$ cat config.mk
export PLATFORM = sky130hd
export DESIGN_NAME = ulf_aux
export DESIGN_NICKNAME = d
export VERILOG_FILES = /design/src/ulf_pkg.sv /design/src/ulf_aux.sv /design/src/ulf_fifo.sv /design/src/ulf_irda.sv
export SDC_FILE = /design/constraint.sdc
export NUM_CORES = 1
export LEC_CHECK = 0
export BUFFER_PORTS_ARGS = -buffer_cell sky130_fd_sc_hd__buf_2
export CELL_PAD_IN_SITES_DETAIL_PLACEMENT = 0
export CELL_PAD_IN_SITES_GLOBAL_PLACEMENT = 1
export CORE_MARGIN = 3
export CORE_UTILIZATION = 43
export DETAILED_ROUTE_END_ITERATION = 16
export PLACE_DENSITY = 0.8
export SLEW_MARGIN = 20
export SYNTH_ARGS = -nofsm -noshare
export SYNTH_HDL_FRONTEND = slang
export SYNTH_SLANG_ARGS = --single-unit
$ cat constraint.sdc
create_clock -name ref_clk_in -period 4.05 [get_ports ref_clk_in]
set_input_delay 0.405 -clock ref_clk_in [delete_from_list [all_inputs] [get_ports ref_clk_in]]
set_output_delay 0.405 -clock ref_clk_in [all_outputs]
set_load 0.1 [all_outputs]
$ cat src/ulf_pkg.sv
`default_nettype none

package ulf_pkg;

	// ----------------------------------------
	// Timing and reset values
	// ----------------------------------------
	localparam int         CHAR_W          = 8;
	localparam int         TX_FIFO_DEPTH   = 4;
	localparam logic [3:0] BIT_LAST_PH     = 4'hF;
	localparam logic [3:0] START_MID_PH    = 4'h7;
	localparam logic [3:0] IR_PULSE_TICKS  = 4'h3;
	localparam logic [4:0] IR_HOLD_TICKS   = 5'h10;
	localparam logic [2:0] DATA_BASE_IDX   = 3'h4;
	localparam logic [3:0] FRAME_BASE_BITS = 4'h7;
	localparam logic [8:0] BIT_TICKS       = 9'h010;
	localparam logic [8:0] XOFF_DELAY_CHRS = 9'h002;
	localparam logic [7:0] CHAR_RST        = 8'h00;

	// ----------------------------------------
	// Trigger tables A, B, C
	// ----------------------------------------
	localparam logic [1:0] TBL_SEL_D = 2'h3;
	localparam logic [7:0] TRIG_TABLES [3][4] = '{
		'{8'h04, 8'h08, 8'h0C, 8'h10},
		'{8'h08, 8'h10, 8'h18, 8'h1C},
		'{8'h10, 8'h20, 8'h30, 8'h38}
	};

	// ----------------------------------------
	// Types
	// ----------------------------------------
	typedef enum logic [1:0] {FC_OFF, FC_SINGLE, FC_DOUBLE} ulf_fc_mode_t;

	typedef struct packed {
		logic [1:0]   word_len;
		logic         two_stop;
		ulf_fc_mode_t rx_fc_mode;
		ulf_fc_mode_t tx_fc_mode;
		logic         special_en;
		logic         xoff_irq_en;
		logic         half_duplex_en;
		logic         irda_en;
		logic         irda_rx_inv;
		logic         rts_level;
		logic [1:0]   trig_table;
		logic [7:0]   trig_level;
		logic [7:0]   hyst;
	} ulf_cfg_t;

	typedef struct packed {
		logic       en;
		logic [1:0] sel;
		logic [7:0] data;
	} ulf_char_wr_t;

	// ----------------------------------------
	// Helpers
	// ----------------------------------------
	function automatic logic [7:0] ulf_mask(input logic [7:0] c, input logic [1:0] wl);
		return c & (8'hFF >> (2'h3 - wl));
	endfunction

	function automatic logic [8:0] ulf_xoff_ticks(input logic [1:0] wl, input logic two_stop);
		logic [8:0] bits;
		bits = {5'h00, FRAME_BASE_BITS} + {7'h00, wl} + {8'h00, two_stop};
		return 9'((bits * BIT_TICKS * XOFF_DELAY_CHRS) - 9'h001);
	endfunction

	function automatic logic [7:0] ulf_xon_level(input logic [1:0] tbl, input logic [7:0] trig,
			input logic [7:0] hyst);
		logic [7:0] lvl;
		lvl = 8'h00;
		if (tbl == TBL_SEL_D) begin
			lvl = (trig > hyst) ? 8'(trig - hyst) : 8'h00;
		end else begin
			for (int i = 1; i < 4; i++) begin
				if (TRIG_TABLES[tbl][i] == trig) begin
					lvl = TRIG_TABLES[tbl][i - 1];
				end
			end
		end
		return lvl;
	endfunction

endpackage

`default_nettype wire
$ cat src/ulf_aux.sv
`timescale 1ns/100ps
`default_nettype none

module ulf_aux (
	input  wire logic                  ref_clk_in,
	input  wire logic                  rst_in,
	input  wire logic                  os_tick_in,
	input  wire ulf_pkg::ulf_cfg_t     cfg_in,
	input  wire ulf_pkg::ulf_char_wr_t char_wr_in,
	input  wire logic                  flag_clear_in,
	input  wire logic [7:0]            tx_data_in,
	input  wire logic                  tx_valid_in,
	output logic                       tx_ready_out,
	input  wire logic [7:0]            rx_level_in,
	output logic [7:0]                 rx_data_out,
	output logic                       rx_valid_out,
	input  wire logic                  rx_pin_in,
	output logic                       tx_pin_out,
	output logic                       rts_pin_out,
	output logic                       tx_paused_out,
	output logic                       flow_flag_out,
	output logic                       irq_out
);
	import ulf_pkg::*;

	typedef enum logic [1:0] {TX_IDLE, TX_START, TX_DATA, TX_STOP} ulf_tx_st_t;
	typedef enum logic [1:0] {RX_IDLE, RX_START, RX_DATA, RX_STOP} ulf_rx_st_t;
	typedef enum logic [1:0] {FS_NORMAL, FS_WAIT, FS_SENT} ulf_flow_st_t;

	logic [7:0]   resume_char_first;
	logic [7:0]   resume_char_second;
	logic [7:0]   pause_char_first;
	logic [7:0]   pause_char_second;
	logic         rx_s1_q;
	logic         rx_s2_q;
	logic         rx_s3_q;
	logic         rx_line_q;
	logic         rx_nrz;
	ulf_tx_st_t   tx_st_q;
	logic [7:0]   tx_sh_q;
	logic [3:0]   tx_ph_q;
	logic [2:0]   tx_cnt_q;
	logic         tx_bit_q;
	ulf_rx_st_t   rx_st_q;
	logic [7:0]   rx_sh_q;
	logic [3:0]   rx_ph_q;
	logic [2:0]   rx_cnt_q;
	ulf_flow_st_t flow_st_q;
	logic [8:0]   dly_q;
	logic         req_xoff_q;
	logic         req_xon_q;
	logic         flow_second_q;
	logic         pend_v_q;
	logic         pend_xoff_q;
	logic [7:0]   pend_char_q;
	logic         spill_v_q;
	logic [7:0]   spill_q;
	logic         fifo_valid;
	logic [7:0]   fifo_data;
	logic         load_flow;
	logic         load_data;
	logic [7:0]   tx_char;
	logic         bit_end;
	logic         rx_bit_end;
	logic         rx_done;
	logic [7:0]   c;
	logic         is_p1;
	logic         is_p2;
	logic         is_r1;
	logic         is_r2;
	logic         hit_xoff;
	logic         hit_xon;
	logic         fwd_a_v;
	logic         fwd_b_v;
	logic         spec_hit;
	logic         flag_set;
	logic [2:0]   data_last;

	// ----------------------------------------
	// Flow character store
	// ----------------------------------------
	always_ff @(posedge ref_clk_in or posedge rst_in) begin
		if (rst_in) begin
			resume_char_first  <= CHAR_RST;
			resume_char_second <= CHAR_RST;
			pause_char_first   <= CHAR_RST;
			pause_char_second  <= CHAR_RST;
		end else if (char_wr_in.en) begin
			case (char_wr_in.sel)
				2'h0: resume_char_first <= char_wr_in.data;
				2'h1: resume_char_second <= char_wr_in.data;
				2'h2: pause_char_first <= char_wr_in.data;
				default: pause_char_second <= char_wr_in.data;
			endcase
		end
	end

	// ----------------------------------------
	// Receive pin synchroniser
	// ----------------------------------------
	always_ff @(posedge ref_clk_in or posedge rst_in) begin
		if (rst_in) begin
			rx_s1_q   <= 1'b1;
			rx_s2_q   <= 1'b1;
			rx_s3_q   <= 1'b1;
			rx_line_q <= 1'b1;
		end else begin
			rx_s1_q <= rx_pin_in;
			rx_s2_q <= rx_s1_q;
			rx_s3_q <= rx_s2_q;
			if (rx_s2_q == rx_s3_q) begin
				rx_line_q <= rx_s3_q;
			end
		end
	end

	ulf_irda u_irda (
		.ref_clk_in  (ref_clk_in),
		.rst_in      (rst_in),
		.os_tick_in  (os_tick_in),
		.irda_en_in  (cfg_in.irda_en),
		.rx_inv_in   (cfg_in.irda_rx_inv),
		.rx_line_in  (rx_line_q),
		.rx_nrz_out  (rx_nrz),
		.tx_nrz_in   (tx_bit_q),
		.tx_phase_in (tx_ph_q),
		.tx_pin_out  (tx_pin_out)
	);

	// Shallow buffer keeps the host decoupled while a flow char is inserted
	ulf_fifo #(.W(CHAR_W), .D(TX_FIFO_DEPTH)) u_tx_fifo (
		.ref_clk_in    (ref_clk_in),
		.rst_in        (rst_in),
		.in_data_in    (tx_data_in),
		.in_valid_in   (tx_valid_in),
		.in_ready_out  (tx_ready_out),
		.out_data_out  (fifo_data),
		.out_valid_out (fifo_valid),
		.out_ready_in  (load_data)
	);

	// ----------------------------------------
	// Transmitter
	// ----------------------------------------
	assign data_last = DATA_BASE_IDX + {1'b0, cfg_in.word_len};
	assign bit_end   = os_tick_in && tx_ph_q == BIT_LAST_PH;
	assign load_flow = tx_st_q == TX_IDLE && (req_xoff_q || req_xon_q);
	assign load_data = tx_st_q == TX_IDLE && !load_flow && fifo_valid && !tx_paused_out
		&& !(cfg_in.half_duplex_en && rts_pin_out);
	assign tx_char   = !load_flow ? fifo_data
		: req_xoff_q ? (flow_second_q ? pause_char_second : pause_char_first)
		: (flow_second_q ? resume_char_second : resume_char_first);

	always_ff @(posedge ref_clk_in or posedge rst_in) begin
		if (rst_in) begin
			tx_st_q  <= TX_IDLE;
			tx_sh_q  <= 8'h00;
			tx_ph_q  <= 4'h0;
			tx_cnt_q <= 3'h0;
			tx_bit_q <= 1'b1;
		end else begin
			if (tx_st_q != TX_IDLE && os_tick_in) begin
				tx_ph_q <= tx_ph_q + 4'h1;
			end
			case (tx_st_q)
				TX_IDLE: begin
					tx_bit_q <= 1'b1;
					tx_ph_q  <= 4'h0;
					if (load_flow || load_data) begin
						tx_sh_q  <= tx_char;
						tx_bit_q <= 1'b0;
						tx_st_q  <= TX_START;
					end
				end
				TX_START: begin
					if (bit_end) begin
						tx_bit_q <= tx_sh_q[0];
						tx_sh_q  <= tx_sh_q >> 1;
						tx_cnt_q <= 3'h0;
						tx_st_q  <= TX_DATA;
					end
				end
				TX_DATA: begin
					if (bit_end && tx_cnt_q == data_last) begin
						tx_bit_q <= 1'b1;
						tx_cnt_q <= 3'h0;
						tx_st_q  <= TX_STOP;
					end else if (bit_end) begin
						tx_bit_q <= tx_sh_q[0];
						tx_sh_q  <= tx_sh_q >> 1;
						tx_cnt_q <= tx_cnt_q + 3'h1;
					end
				end
				TX_STOP: begin
					if (bit_end && tx_cnt_q == {2'h0, cfg_in.two_stop}) begin
						tx_st_q <= TX_IDLE;
					end else if (bit_end) begin
						tx_cnt_q <= tx_cnt_q + 3'h1;
					end
				end
				default: tx_st_q <= TX_IDLE;
			endcase
		end
	end

	// Half-duplex turnaround; RTS falls a cycle before a data frame enters TX_START, but on the same edge as a flow char does
	always_ff @(posedge ref_clk_in or posedge rst_in) begin
		if (rst_in) begin
			rts_pin_out <= 1'b1;
		end else if (cfg_in.half_duplex_en) begin
			rts_pin_out <= !(fifo_valid || req_xoff_q || req_xon_q
				|| tx_st_q != TX_IDLE);
		end else begin
			rts_pin_out <= cfg_in.rts_level;
		end
	end

	// ----------------------------------------
	// Receiver
	// ----------------------------------------
	assign rx_bit_end = os_tick_in && rx_ph_q == BIT_LAST_PH;
	assign rx_done    = rx_st_q == RX_STOP && rx_bit_end;

	always_ff @(posedge ref_clk_in or posedge rst_in) begin
		if (rst_in) begin
			rx_st_q  <= RX_IDLE;
			rx_sh_q  <= 8'h00;
			rx_ph_q  <= 4'h0;
			rx_cnt_q <= 3'h0;
		end else begin
			if (os_tick_in) begin
				rx_ph_q <= rx_ph_q + 4'h1;
			end
			case (rx_st_q)
				RX_IDLE: begin
					rx_ph_q <= 4'h0;
					if (!rx_nrz) begin
						rx_st_q <= RX_START;
					end
				end
				RX_START: begin
					if (os_tick_in && rx_ph_q == START_MID_PH) begin
						rx_ph_q  <= 4'h0;
						rx_cnt_q <= 3'h0;
						rx_sh_q  <= 8'h00;
						rx_st_q  <= rx_nrz ? RX_IDLE : RX_DATA;
					end
				end
				RX_DATA: begin
					if (rx_bit_end) begin
						rx_sh_q[rx_cnt_q] <= rx_nrz;
						rx_cnt_q          <= rx_cnt_q + 3'h1;
						if (rx_cnt_q == data_last) begin
							rx_st_q <= RX_STOP;
						end
					end
				end
				RX_STOP: begin
					if (rx_bit_end) begin
						rx_st_q <= RX_IDLE;
					end
				end
				default: rx_st_q <= RX_IDLE;
			endcase
		end
	end

	// ----------------------------------------
	// Received flow character match
	// ----------------------------------------
	assign c     = ulf_mask(rx_sh_q, cfg_in.word_len);
	assign is_p1 = c == ulf_mask(pause_char_first, cfg_in.word_len);
	assign is_p2 = c == ulf_mask(pause_char_second, cfg_in.word_len);
	assign is_r1 = c == ulf_mask(resume_char_first, cfg_in.word_len);
	assign is_r2 = c == ulf_mask(resume_char_second, cfg_in.word_len);

	always_comb begin
		hit_xoff = 1'b0;
		hit_xon  = 1'b0;
		fwd_a_v  = 1'b0;
		fwd_b_v  = 1'b0;
		if (rx_done) begin
			case (cfg_in.rx_fc_mode)
				FC_SINGLE: begin
					hit_xoff = is_p1;
					hit_xon  = !is_p1 && is_r1;
					fwd_b_v  = !(is_p1 || is_r1);
				end
				FC_DOUBLE: begin
					if (pend_v_q && (pend_xoff_q ? is_p2 : is_r2)) begin
						hit_xoff = pend_xoff_q;
						hit_xon  = !pend_xoff_q;
					end else begin
						fwd_a_v = pend_v_q;
						fwd_b_v = !(is_p1 || is_r1);
					end
				end
				default: fwd_b_v = 1'b1;
			endcase
		end
		spec_hit = cfg_in.special_en && is_p2 && fwd_b_v;
		flag_set = (hit_xoff && cfg_in.xoff_irq_en) || spec_hit;
	end

	// First char of a possible pair is held back until the next one decides
	always_ff @(posedge ref_clk_in or posedge rst_in) begin
		if (rst_in) begin
			pend_v_q    <= 1'b0;
			pend_xoff_q <= 1'b0;
			pend_char_q <= 8'h00;
		end else if (cfg_in.rx_fc_mode != FC_DOUBLE) begin
			pend_v_q <= 1'b0;
		end else if (rx_done) begin
			pend_v_q    <= !(hit_xoff || hit_xon) && (is_p1 || is_r1);
			pend_xoff_q <= is_p1;
			pend_char_q <= c;
		end
	end

	always_ff @(posedge ref_clk_in or posedge rst_in) begin
		if (rst_in) begin
			rx_valid_out <= 1'b0;
			rx_data_out  <= 8'h00;
			spill_v_q    <= 1'b0;
			spill_q      <= 8'h00;
		end else begin
			rx_valid_out <= fwd_a_v || fwd_b_v || spill_v_q;
			if (fwd_a_v) begin
				rx_data_out <= pend_char_q;
				spill_v_q   <= fwd_b_v;
				spill_q     <= c;
			end else if (fwd_b_v) begin
				rx_data_out <= c;
			end else if (spill_v_q) begin
				rx_data_out <= spill_q;
				spill_v_q   <= 1'b0;
			end
		end
	end

	// ----------------------------------------
	// Pause state and status
	// ----------------------------------------
	always_ff @(posedge ref_clk_in or posedge rst_in) begin
		if (rst_in) begin
			tx_paused_out <= 1'b0;
			flow_flag_out <= 1'b0;
			irq_out       <= 1'b0;
		end else begin
			if (cfg_in.rx_fc_mode == FC_OFF || hit_xon) begin
				tx_paused_out <= 1'b0;
			end else if (hit_xoff) begin
				tx_paused_out <= 1'b1;
			end
			// Set beats a same-cycle clear so no event is lost
			flow_flag_out <= flag_set || (flow_flag_out && !hit_xon && !flag_clear_in);
			irq_out       <= flag_set || (flow_flag_out && !hit_xon && !flag_clear_in);
		end
	end

	// ----------------------------------------
	// Automatic Xoff / Xon generation
	// ----------------------------------------
	always_ff @(posedge ref_clk_in or posedge rst_in) begin
		if (rst_in) begin
			flow_st_q     <= FS_NORMAL;
			dly_q         <= 9'h000;
			req_xoff_q    <= 1'b0;
			req_xon_q     <= 1'b0;
			flow_second_q <= 1'b0;
		end else begin
			if (load_flow && cfg_in.tx_fc_mode == FC_DOUBLE && !flow_second_q) begin
				flow_second_q <= 1'b1;
			end else if (load_flow) begin
				flow_second_q <= 1'b0;
				req_xoff_q    <= 1'b0;
				req_xon_q     <= 1'b0;
			end
			case (flow_st_q)
				FS_NORMAL: begin
					dly_q <= 9'h000;
					if (cfg_in.tx_fc_mode != FC_OFF && rx_level_in >= cfg_in.trig_level) begin
						flow_st_q <= FS_WAIT;
					end
				end
				FS_WAIT: begin
					if (cfg_in.tx_fc_mode == FC_OFF || rx_level_in < cfg_in.trig_level) begin
						flow_st_q <= FS_NORMAL;
					end else if (os_tick_in && dly_q == ulf_xoff_ticks(cfg_in.word_len,
							cfg_in.two_stop)) begin
						req_xoff_q    <= 1'b1;
						req_xon_q     <= 1'b0;
						flow_second_q <= 1'b0;
						flow_st_q     <= FS_SENT;
					end else if (os_tick_in) begin
						dly_q <= dly_q + 9'h001;
					end
				end
				FS_SENT: begin
					if (cfg_in.tx_fc_mode == FC_OFF) begin
						flow_st_q <= FS_NORMAL;
					end else if (rx_level_in <= ulf_xon_level(cfg_in.trig_table,
							cfg_in.trig_level, cfg_in.hyst)) begin
						req_xon_q     <= 1'b1;
						req_xoff_q    <= 1'b0;
						flow_second_q <= 1'b0;
						flow_st_q     <= FS_NORMAL;
					end
				end
				default: flow_st_q <= FS_NORMAL;
			endcase
		end
	end
endmodule // ulf_aux

`default_nettype wire

$ cat src/ulf_fifo.sv
`timescale 1ns/100ps
`default_nettype none

module ulf_fifo #(
	parameter int W = 8,
	parameter int D = 4
) (
	input  wire logic         ref_clk_in,
	input  wire logic         rst_in,
	input  wire logic [W-1:0] in_data_in,
	input  wire logic         in_valid_in,
	output logic              in_ready_out,
	output logic [W-1:0]      out_data_out,
	output logic              out_valid_out,
	input  wire logic         out_ready_in
);
	localparam int AW = $clog2(D);

	logic [W-1:0]  mem_q [D];
	logic [AW-1:0] wr_q;
	logic [AW-1:0] rd_q;
	logic [AW:0]   cnt_q;
	logic          push;
	logic          pop;
	logic [AW:0]   cnt_d;

	assign push          = in_valid_in && in_ready_out;
	assign pop           = out_valid_out && out_ready_in;
	assign out_valid_out = cnt_q != '0;
	assign out_data_out  = mem_q[rd_q];
	assign cnt_d         = cnt_q + (AW+1)'(push) - (AW+1)'(pop);

	always_ff @(posedge ref_clk_in) begin
		if (push) begin
			mem_q[wr_q] <= in_data_in;
		end
	end

	always_ff @(posedge ref_clk_in or posedge rst_in) begin
		if (rst_in) begin
			wr_q         <= '0;
			rd_q         <= '0;
			cnt_q        <= '0;
			in_ready_out <= 1'b0;
		end else begin
			wr_q         <= push ? AW'((wr_q + 1'b1) % D) : wr_q;
			rd_q         <= pop ? AW'((rd_q + 1'b1) % D) : rd_q;
			cnt_q        <= cnt_d;
			in_ready_out <= cnt_d < (AW+1)'(D);
		end
	end
endmodule // ulf_fifo

`default_nettype wire

$ cat src/ulf_irda.sv
`timescale 1ns/100ps
`default_nettype none

module ulf_irda (
	input  wire logic       ref_clk_in,
	input  wire logic       rst_in,
	input  wire logic       os_tick_in,
	input  wire logic       irda_en_in,
	input  wire logic       rx_inv_in,
	input  wire logic       rx_line_in,
	output logic            rx_nrz_out,
	input  wire logic       tx_nrz_in,
	input  wire logic [3:0] tx_phase_in,
	output logic            tx_pin_out
);
	import ulf_pkg::*;

	logic       pulse;
	logic       pulse_prev_q;
	logic [4:0] hold_q;

	// ----------------------------------------
	// Encoder
	// ----------------------------------------
	always_ff @(posedge ref_clk_in or posedge rst_in) begin
		if (rst_in) begin
			tx_pin_out <= 1'b1;
		end else if (irda_en_in) begin
			tx_pin_out <= !tx_nrz_in && (tx_phase_in < IR_PULSE_TICKS);
		end else begin
			tx_pin_out <= tx_nrz_in;
		end
	end

	// ----------------------------------------
	// Decoder
	// ----------------------------------------
	// Pulse is stretched over one bit so the receiver samples it mid-bit
	assign pulse = rx_line_in ^ rx_inv_in;

	always_ff @(posedge ref_clk_in or posedge rst_in) begin
		if (rst_in) begin
			pulse_prev_q <= 1'b1;
			hold_q       <= 5'h00;
			rx_nrz_out   <= 1'b1;
		end else begin
			pulse_prev_q <= pulse;
			if (pulse && !pulse_prev_q) begin
				hold_q <= IR_HOLD_TICKS;
			end else if (os_tick_in && hold_q != 5'h00) begin
				hold_q <= hold_q - 5'h01;
			end
			rx_nrz_out <= irda_en_in ? (hold_q == 5'h00 && !(pulse && !pulse_prev_q)) : rx_line_in;
		end
	end
endmodule // ulf_irda

`default_nettype wire

-- Yosys cells after proc, flatten, opt, wreduce, memory -nomap -nowiden
Memory sizes are Yosys's and may differ from the RTL's.
Index checks and enable logic that the tools add are counted.
- register bits after elaboration: 132
- bits in writable memories: 32
- input bits: 64
- output and inout bits: 15
- word-level logic and storage cells: 329
- memories: 1
- memory list (name ; words ; width ; read ports ; clocked after memory_dff ; wr ports ; RTL line ; RTL):
    u_tx_fifo.mem_q ; 4 ; 8 ; 1 ; 0 ; 1 ; ulf_fifo.sv:19 ; logic [W-1:0] mem_q [D];
- add/sub/neg operators: 16
- $lt $le $gt $ge: 9
- equal/unequal tests: 48
- shifts and indexed selects: 1
- multiplexer cells: 113
- bitwise logic cells: 9
- reduce and logical (&&, ||, !) cells: 92
- operators by type and width (operator ; count):
    8-bit 2-to-1 mux ; 19
    32-bit binary-select mux with 2-bit select ; 1
    32-bit 2-to-1 mux ; 2
    8-bit == test ; 7
    1-bit 2-to-1 mux ; 43
    8-bit bitwise AND ; 5
    1-bit logical AND ; 32
    2-bit != test (second input constant) ; 16
    2-bit 2-to-1 mux ; 15
    9-bit 2-to-1 mux ; 3
    8-bit case mux with 3 select lines ; 1
    2-bit == test (second input constant) ; 9
    3-bit 2-to-1 mux ; 6
    9-bit case mux with 2 select lines ; 1
    4-bit 2-to-1 mux ; 4
    2-bit case mux with 4 select lines ; 2
    8-bit case mux with 2 select lines ; 1
    2-bit nonzero test ; 8
    1-bit logical NOT ; 14
    1-bit logical OR ; 13
    2-bit logical NOT ; 6
    1-bit case mux with 2 select lines ; 6
    3-bit AND reduction ; 4
    3-bit nonzero test ; 4
    49 further kinds ; 66

-- Longest topological paths before layout
Gate-level depths: netlist of the first run.
- depth in word-level cells: 15
- mapped depth: 18
- depth with buffers taken out: 18

-- Cells and area by module
Synthesis of the first run repeated with hierarchy kept, for this count alone.
- cell total of the unflattened synthesis: 891
- area, all modules: 9664.3 µm²
- modules (own cells, without submodules) (module ; times used ; cells each ; area an instance (µm²) ; seq. area each (µm²)):
    ulf_aux ; 1 ; 777 ; 7684.9 ; 2910.3
    ulf_fifo ; 1 ; 78 ; 1591.5 ; 1161.1
    ulf_irda ; 1 ; 36 ; 387.9 ; 203.9

-- Worst setup path after synthesis of the first run
No wires, ideal clock.
- path type: input to register
- start point: input port cfg_in[8] (netlist bit)
- end point: register flow_st_q[0]
- setup time: 0.128 ns
- arrival: 3.530 ns
- required time: 3.922 ns
- slack: 0.392 ns
- stages on the path: 18
- buffers on the path: 0
- cells stage by stage: inv_1 -> ha_1 -> fa_1 -> nor2b_1 -> o21ai_0 -> a21boi_0 -> o21ai_0 -> a21oi_1 -> o31a_1 -> nand2b_1 -> ha_1 -> nor2b_1 -> o21a_1 -> o21a_1 -> o21ai_0 -> a211oi_1 -> nor3_1 -> mux2_1
- word-level cells in the longest chain between the ends: 10
- elaborated cells between the ends (all ways): 23
- those cells by class: 1 x add/sub; 4 x order compare; 6 x eq/ne; 9 x mux; 3 x reduce/logical
- RTL lines (what ; RTL line ; RTL):
    start: declaration ; ulf_aux.sv:8 ; input wire ulf_pkg::ulf_cfg_t cfg_in,
    parallel branches: the longest is 10 deep, another holds 8-bit subtractor ; - ;
    end signal: assignment ; ulf_aux.sv:383 ; flow_st_q <= FS_WAIT;
    end signal: assignment ; ulf_aux.sv:401 ; flow_st_q <= FS_NORMAL;
    end signal: assignment ; ulf_aux.sv:407 ; flow_st_q <= FS_NORMAL;
    end: declaration ; ulf_aux.sv:48 ; ulf_flow_st_t flow_st_q;
Parallel ways; which one is timed is not known. The select of a mux whose other input is x is not followed.
A chain may end at the register's enable or synchronous reset.

-- Final worst setup path of the first run
Ends and elaborated chain as after synthesis.

==> flow_metrics.py, run 1 <==
metrics = {
    "placed_design": {
        "io_buffers": 78,
        "post_dp_cell_area_um2": 10100,
        "post-dp-hpwl_um": 14900,
        "post-place-ws_ns": 0.0741,
        "globalplace.congestion": 0.835,
    },
    "sta": {
        "max_slew.worst_pin.slew_ns": 0.701,
        "final_period_minus_worst_setup_slack_ns": 3.56,
        "setup_viol": 0,
        "rsz0062_at_grt": "no",
        "achievable-frequency_mhz": 281,
        "maxSlewViolCount": 0,
        "finalClockSkew_ns": 0.0118,
        "timing.final.crit_share_pct": 87.9,
        "tns_ns": 0,
        "post-route-worst-setup-slack_ns": 0.490,
        "relSlewSlack_pct": 52.8,
        "fin_hold_viols": 0,
    },
    "logic_synthesis": {
        "netlist.top_cell.by_area": "sky130_fd_sc_hd__dfrtp_1",
        "synthMostInstantiatedCell": "sky130_fd_sc_hd__dfrtp_1",
        "synth_area_per_inst_um2": 10.5,
        "yosysWarnings": 0,
        "synth-seq-area-share_pct": 45.1,
        "synth-seq-cells": 164,
        "synth_flop_cell": "sky130_fd_sc_hd__dfrtp_1",
        "postSynth.asyncResetShare_pct": 80.5,
        "synth.area.top_cells": "sky130_fd_sc_hd__dfrtp_1, sky130_fd_sc_hd__edfxtp_1, sky130_fd_sc_hd__ha_1",
        "synth.cells.most_frequent": "sky130_fd_sc_hd__dfrtp_1, sky130_fd_sc_hd__nand2_1, sky130_fd_sc_hd__nor2_1, sky130_fd_sc_hd__inv_1, sky130_fd_sc_hd__ha_1",
        "synth_enable_flop_cells": 32,
        "net_count_synth": 1022,
        "synth_top_area_share_pct": 32.5,
        "synthesis.area_um2": 9480,
        "synth_cell_type_count": 74,
        "synth_cells": 903,
    },
    "routing": {
        "drc": 0,
        "wirelength_routed_um": 20300,
        "avgRoutedWirePerCell_um": 16.1,
        "detail-route-antenna-nets": 0,
        "post_drt_via_cell_ratio": 5.33,
        "drt_first_pass_iters": 4,
        "initialDrtViolationCount": 245,
        "route.vias.total": 6702,
    },
    "final_layout": {
        "top_register": "u_tx_fifo.mem_q",
        "finish.net_count": 1089,
        "share_of_cells_above_drive_strength_1_pct": 20.7,
        "n_fill_cell": 2014,
        "finalInstanceArea_um2": 10700,
        "area_growth_syn_to_layout_pct": 12.9,
        "antenna_cells": 0,
        "largest_register_ff_count": 32,
        "reg_top3": "u_tx_fifo.mem_q: 32 flops, dly_q: 9 flops",
    },
    "floorplanning": {
        "design.die.area_um2": 23900,
        "dieWidth_um": 154,
        "ios": 79,
        "num_rows": 53,
        "core_um2": 21400,
        "initial_utilization_pct": 44.4,
        "die_h_um": 154,
    },
    "critical_path": {
        "startpoint": "cfg_in[8]",
        "crit_path_buf_inv_count": 2,
        "crit_path_max_incr_delay_ns": 0.41,
        "worst-path-max-fanout": 3,
        "crit_chain": "buf_2 > inv_1 > ha_1 > fa_1 > nor2b_1 > o21ai_0 > a21boi_0 > o21ai_0 > a21oi_1 > o31a_1 > nand2b_1 > ha_1 > nor2b_1 > o21a_1 > o21a_1 > o21ai_0 > a211oi_1 > nor3_1 > mux2_1",
        "cp_slowest_cell": "sky130_fd_sc_hd__fa_1",
        "critPathArrivalTime_ns": 3.86,
        "worst_ep_required_time_ns": 4.35,
        "critPathTopFamily": "compound AO/OA/AOI/OAI gates",
        "timing.critical_path.mode_cell": "sky130_fd_sc_hd__o21ai_0",
        "setup.worst_path.class": "in -> reg",
        "end_kind": "flop",
        "start_kind": "input port",
        "r2r_start": "rx_sh_q[2]",
    },
    "grt": {
        "grt_pass1_wl_um": 33700,
        "antenna_found_initial": 1,
        "grt_start_max_net_pins": 78,
        "grt.total_usage_pct": 17.4,
        "grt_overflow": 0,
        "via_count_of_the_first_global_routing_pass": 6542,
    },
    "clocking": {
        "clkSinkCount": 164,
        "clk-insertion-delay-late_ns": 0.43,
        "cts_max_level": 4,
        "cts_post_setup_buffers_inserted": 0,
        "clockBufferDepth": 2,
        "cts-buffers-inserted": 17,
        "postCtsHoldBufs": 0,
        "path_clk_slew_ns": 0.07,
        "post_cts.resized_instances": 0,
        "cts_tree": "built",
        "cts_root_buf": "sky130_fd_sc_hd__clkbuf_16",
    },
    "pwr": {
        "pwr_density_cell_nw_per_um2": 509,
        "worst_ir_drop_vdd_uv": 439,
        "static-leakage-power_nw": 4.84,
    },
    "min_path": {
        "timing.hold.worst.class": "in -> reg",
        "holdCritStartpoint": "rx_pin_in",
    },
    "status": {
        "status": "finished, final reports clean",
    },
    "run": {
        "max_cap_violations": 0,
    },
}
## placed cells by master (no fill, tap or decap), types with 5 or more instances in the layout
cell	Yosys	layout
sky130_fd_sc_hd__mux4_2	16	16
sky130_fd_sc_hd__edfxtp_1	32	32
sky130_fd_sc_hd__nor3b_1	10	10
sky130_fd_sc_hd__nand3_1	26	26
sky130_fd_sc_hd__nand2b_1	10	10
sky130_fd_sc_hd__xor2_1	39	39
sky130_fd_sc_hd__nor4_1	5	5
sky130_fd_sc_hd__a21oi_1	39	39
sky130_fd_sc_hd__buf_4	1	7
sky130_fd_sc_hd__nand4_1	10	10
sky130_fd_sc_hd__dfstp_2	9	9
sky130_fd_sc_hd__inv_6	0	6
sky130_fd_sc_hd__o31ai_1	5	5
sky130_fd_sc_hd__inv_1	59	58
sky130_fd_sc_hd__clkbuf_16	0	17
sky130_fd_sc_hd__buf_2	3	78
sky130_fd_sc_hd__mux2i_1	18	18
sky130_fd_sc_hd__nor2b_1	12	12
sky130_fd_sc_hd__nor3_1	19	19
sky130_fd_sc_hd__mux2_2	43	43
sky130_fd_sc_hd__o21ai_1	7	7
sky130_fd_sc_hd__nor2_1	66	66
sky130_fd_sc_hd__ha_1	52	52
sky130_fd_sc_hd__dfrtp_1	123	123
sky130_fd_sc_hd__xnor2_1	34	34
sky130_fd_sc_hd__a211oi_1	6	6
sky130_fd_sc_hd__and3_1	16	16
sky130_fd_sc_hd__nand2_1	78	78
sky130_fd_sc_hd__a31oi_1	7	7
sky130_fd_sc_hd__nand3b_1	5	5
sky130_fd_sc_hd__o21ai_0	44	43
## path summary, 6_finish.rpt
kind	to	depth (start not counted)	slack, ns
worst max-delay path	flow_st_q[0]	19	0.49
worst min-delay path	rx_s1_q	1	0.08
worst max register to register	rx_data_out[3]	8	1.14
worst min register to register	rx_s2_q	0	0.36
max in group asynchronous	rts_pin_out	3	3.04
min in group asynchronous	u_irda.hold_q[1]	2	0.09
## final cells by class
cell class	instances	area [um^2]	area share, %
clock buffer	20	467	4.36
timing repair buffer	85	443	4.14
inverter	60	230	2.15
tap	275	344	3.22
clock inverter	12	133	1.24
multi-input combinational	642	4810	44.9
sequential	164	4280	40.0
## report_power, final
part	internal [mW]	leakage [nW]	switching [mW]	total [mW]
logic	0.671	2.57	0.876	1.55
clock network	0.917	0.297	0.703	1.62
registers	2.00	1.97	0.276	2.28
total	3.59	4.84	1.85	5.44
## worst reg2reg max path, stage by stage (launching register included)
cell                        delay, ns
sky130_fd_sc_hd__dfrtp_1         0.54
sky130_fd_sc_hd__xor2_1          0.23
sky130_fd_sc_hd__a211o_1         0.31
sky130_fd_sc_hd__nor3_1          0.46
sky130_fd_sc_hd__a211o_1         0.48
sky130_fd_sc_hd__buf_4           0.31
sky130_fd_sc_hd__nand2_1         0.10
sky130_fd_sc_hd__a2111oi_2       0.24
sky130_fd_sc_hd__o21ai_1         0.11
## routing by layer
layer	wire [um]	vias up	GRT usage, %
li1	-	3348	-
met1	9730	3211	24.7
met2	9450	114	27.4
met3	768	27	3.08
met4	319	2	5.13
met5	9	-	0
## kinds of logic (layout without fill, tap and decap cells)
| logic type | after synthesis | in the layout | share of synthesized area [%] |
|---|---|---|---|
| AND/OR/NAND/NOR | 275 | 275 | 14.3 |
| AO/OA/AOI/OAI | 159 | 159 | 10.9 |
| XOR/XNOR | 73 | 73 | 6.75 |
| adder cells (fa/ha/maj) | 56 | 56 | 7.60 |
| flip-flops | 164 | 164 | 45.1 |
| multiplexers | 79 | 79 | 11.1 |
| buffers and inverters | 97 | 177 | 4.20 |
## per-stage QoR
step	total power, mW	std cells	hold WS, ns	utilization [%]
finish	5.44	1258	0.0795	50.1
CTS	5.50	1258	0.0673	50.1
floorplan	3.47	903	0.345	-
detailed placement	3.86	1226	0.348	47.3
global placement	3.82	1226	0.347	47.3
global route	5.83	1258	0.0671	50.1
(Power assumes the default switching activity.)
==> run 2, diff against run 1 <==
--- a/config.mk
+++ b/config.mk
@@ -8,7 +8,6 @@
 export BUFFER_PORTS_ARGS = -buffer_cell sky130_fd_sc_hd__buf_2
 export CELL_PAD_IN_SITES_DETAIL_PLACEMENT = 0
 export CELL_PAD_IN_SITES_GLOBAL_PLACEMENT = 1
-export CORE_MARGIN = 3
 export CORE_UTILIZATION = 43
 export DETAILED_ROUTE_END_ITERATION = 16
 export PLACE_DENSITY = 0.8
==> constraint.sdc (replaced) <==
create_clock -name ref_clk_in -period 3.2 [get_ports ref_clk_in]
set_input_delay 0.32 -clock ref_clk_in [delete_from_list [all_inputs] [get_ports ref_clk_in]]
set_output_delay 0.32 -clock ref_clk_in [all_outputs]
set_load 0.1 [all_outputs]
==> run 2 against run 1 <==
Utilization is 1.5 points higher. Clock-buffer cell count is 1 lower. Sequential power is 26% higher. Critical path type unchanged. Largest power group unchanged.
==> flow_metrics.py, run 2 (synthesis results as in run 1) <==
metrics = {
    "status": {
        "status": "finished, final reports clean",
    },
    "placed_design": {
        "post-place-ws_ns": -0.397,
        "io_buffers": 78,
        "post-dp-hpwl_um": 15100,
        "globalplace.congestion": 0.849,
        "post_dp_cell_area_um2": 10400,
    },
    "sta": {
        "setup_viol": 0,
        "relSlewSlack_pct": 41.3,
        "timing.final.crit_share_pct": 95.8,
        "maxSlewViolCount": 0,
        "achievable-frequency_mhz": 326,
        "finalClockSkew_ns": 0.0106,
        "max_slew.worst_pin.slew_ns": 0.879,
        "final_period_minus_worst_setup_slack_ns": 3.07,
        "fin_hold_viols": 0,
        "post-route-worst-setup-slack_ns": 0.133,
    },
    "final_layout": {
        "antenna_cells": 0,
        "multi_input_comb_area_um2": 4840,
        "largest_register_ff_count": 32,
        "area_growth_syn_to_layout_pct": 15.9,
        "n_fill_cell": 1918,
        "top_register": "u_tx_fifo.mem_q",
        "finish.net_count": 1123,
        "finalCoreUtilization_pct": 51.6,
        "mostFrequentLayoutCells": "sky130_fd_sc_hd__dfrtp_1, sky130_fd_sc_hd__nand2_1, sky130_fd_sc_hd__buf_2",
        "mostFrequentLayoutCell": "sky130_fd_sc_hd__dfrtp_1",
        "share_of_cells_above_drive_strength_1_pct": 23.9,
        "register_area_um2": 4280,
        "finalInstanceArea_um2": 11000,
        "reg_top3": "u_tx_fifo.mem_q: 32 flops, dly_q: 9 flops",
    },
    "floorplanning": {
        "ios": 79,
        "design.die.area_um2": 22600,
        "num_rows": 53,
        "initial_utilization_pct": 44.5,
        "die_h_um": 150,
        "core_um2": 21300,
        "dieWidth_um": 150,
    },
    "grt": {
        "grt_start_max_net_pins": 40,
        "grt_overflow": 0,
        "via_count_of_the_first_global_routing_pass": 6693,
        "grt_pass1_wl_um": 33500,
        "antenna_found_initial": 0,
        "grt.total_usage_pct": 19.1,
    },
    "min_path": {
        "timing.hold.worst.class": "in -> reg",
        "min_delay_path_depth": 2,
    },
    "clocking": {
        "cts_post_setup_buffers_inserted": 0,
        "clk-insertion-delay-late_ns": 0.43,
        "path_clk_slew_ns": 0.07,
        "clockBufferDepth": 2,
        "cts_root_buf": "sky130_fd_sc_hd__clkbuf_16",
        "cts_tree": "built",
        "cts_max_level": 4,
        "cts-buffers-inserted": 17,
        "clkSinkCount": 164,
    },
    "critical_path": {
        "cp_slowest_cell": "sky130_fd_sc_hd__fa_2",
        "crit_path_max_incr_delay_ns": 0.34,
        "setup.worst_path.class": "in -> reg",
        "worst-path-max-fanout": 5,
        "crit_path_buf_inv_count": 2,
        "critPathTopFamily": "compound AO/OA/AOI/OAI gates",
        "crit_chain": "buf_2 > inv_2 > ha_4 > fa_2 > nor2b_1 > o21ai_1 > a21boi_1 > o21ai_1 > a21oi_2 > o31a_1 > nand2b_1 > ha_1 > nor2b_1 > o21a_1 > o21a_1 > o21ai_2 > a211oi_2 > nor3_2 > mux2_1",
        "worst_r2r_path_depth": 12,
        "start_kind": "input port",
        "critPathArrivalTime_ns": 3.38,
        "worst_ep_required_time_ns": 3.51,
        "end_kind": "flop",
        "setup.reg_to_reg.worst_slack_ns": 0.46,
        "critical_path_depth": 19,
    },
    "routing": {
        "drc": 0,
        "post_drt_via_cell_ratio": 5.28,
        "wirelength_routed_um": 20400,
        "drt_first_pass_iters": 5,
        "detail-route-antenna-nets": 0,
        "route.vias.total": 6821,
        "avgRoutedWirePerCell_um": 15.8,
        "initialDrtViolationCount": 244,
    },
    "run": {
        "max_cap_violations": 0,
    },
    "pwr": {
        "power_mw": 6.88,
        "static-leakage-power_nw": 4.99,
        "pwr_density_cell_nw_per_um2": 626,
        "worst_ir_drop_vdd_uv": 645,
    },
}
run 2: metal layers:
metal,GRT usage (%),vias up,wire length [um]
met5,0,-,0
met4,5.66,0,315
met3,4.18,21,765
met2,30.8,121,9510
met1,25.8,3267,9820
li1,-,3412,-
run 2: cell type report:
cell class	count	share of cell area, %
clock buffer	19	4.33
tap	275	3.13
multi-input combinational	642	44.0
inverter	60	2.08
clock inverter	13	1.01
sequential	164	38.9
timing repair buffer	119	6.49
run 2: where the power goes:
group          switching (mW)  internal, mW
combinational            1.12         0.880
clock                   0.896          1.11
sequential              0.353          2.53
total                    2.36          4.52
run 2: path summary, 6_finish.rpt:
kind | start | end
worst max-delay path | cfg_in[8] | flow_st_q[0]
worst min-delay path | cfg_in[19] | u_irda.pulse_prev_q
worst max register to register | tx_st_q[0] | u_tx_fifo.in_ready_out
worst min register to register | rx_s1_q | rx_s2_q
max in group asynchronous | rst_in | rts_pin_out
min in group asynchronous | rst_in | dly_q[0]
run 2: metrics by stage:
stage                     hold WS, ns  std cells  setup TNS (ns)
after CTS                      0.0382       1292               0
after global placement          0.348       1259           -1.09
after global routing           0.0338       1292         -0.0398
after detailed placement        0.347       1259           -1.26
final                          0.0517       1292               0
after floorplan                 0.324        903          -0.131
run 2: repair_timing:
item | 4_1_cts | 5_1_grt
endpoints found under the hold margin | 1 | 0
hold buffers | 1 | 0
endpoints found under the setup margin | 0 | 3
resized for setup | 0 | 8
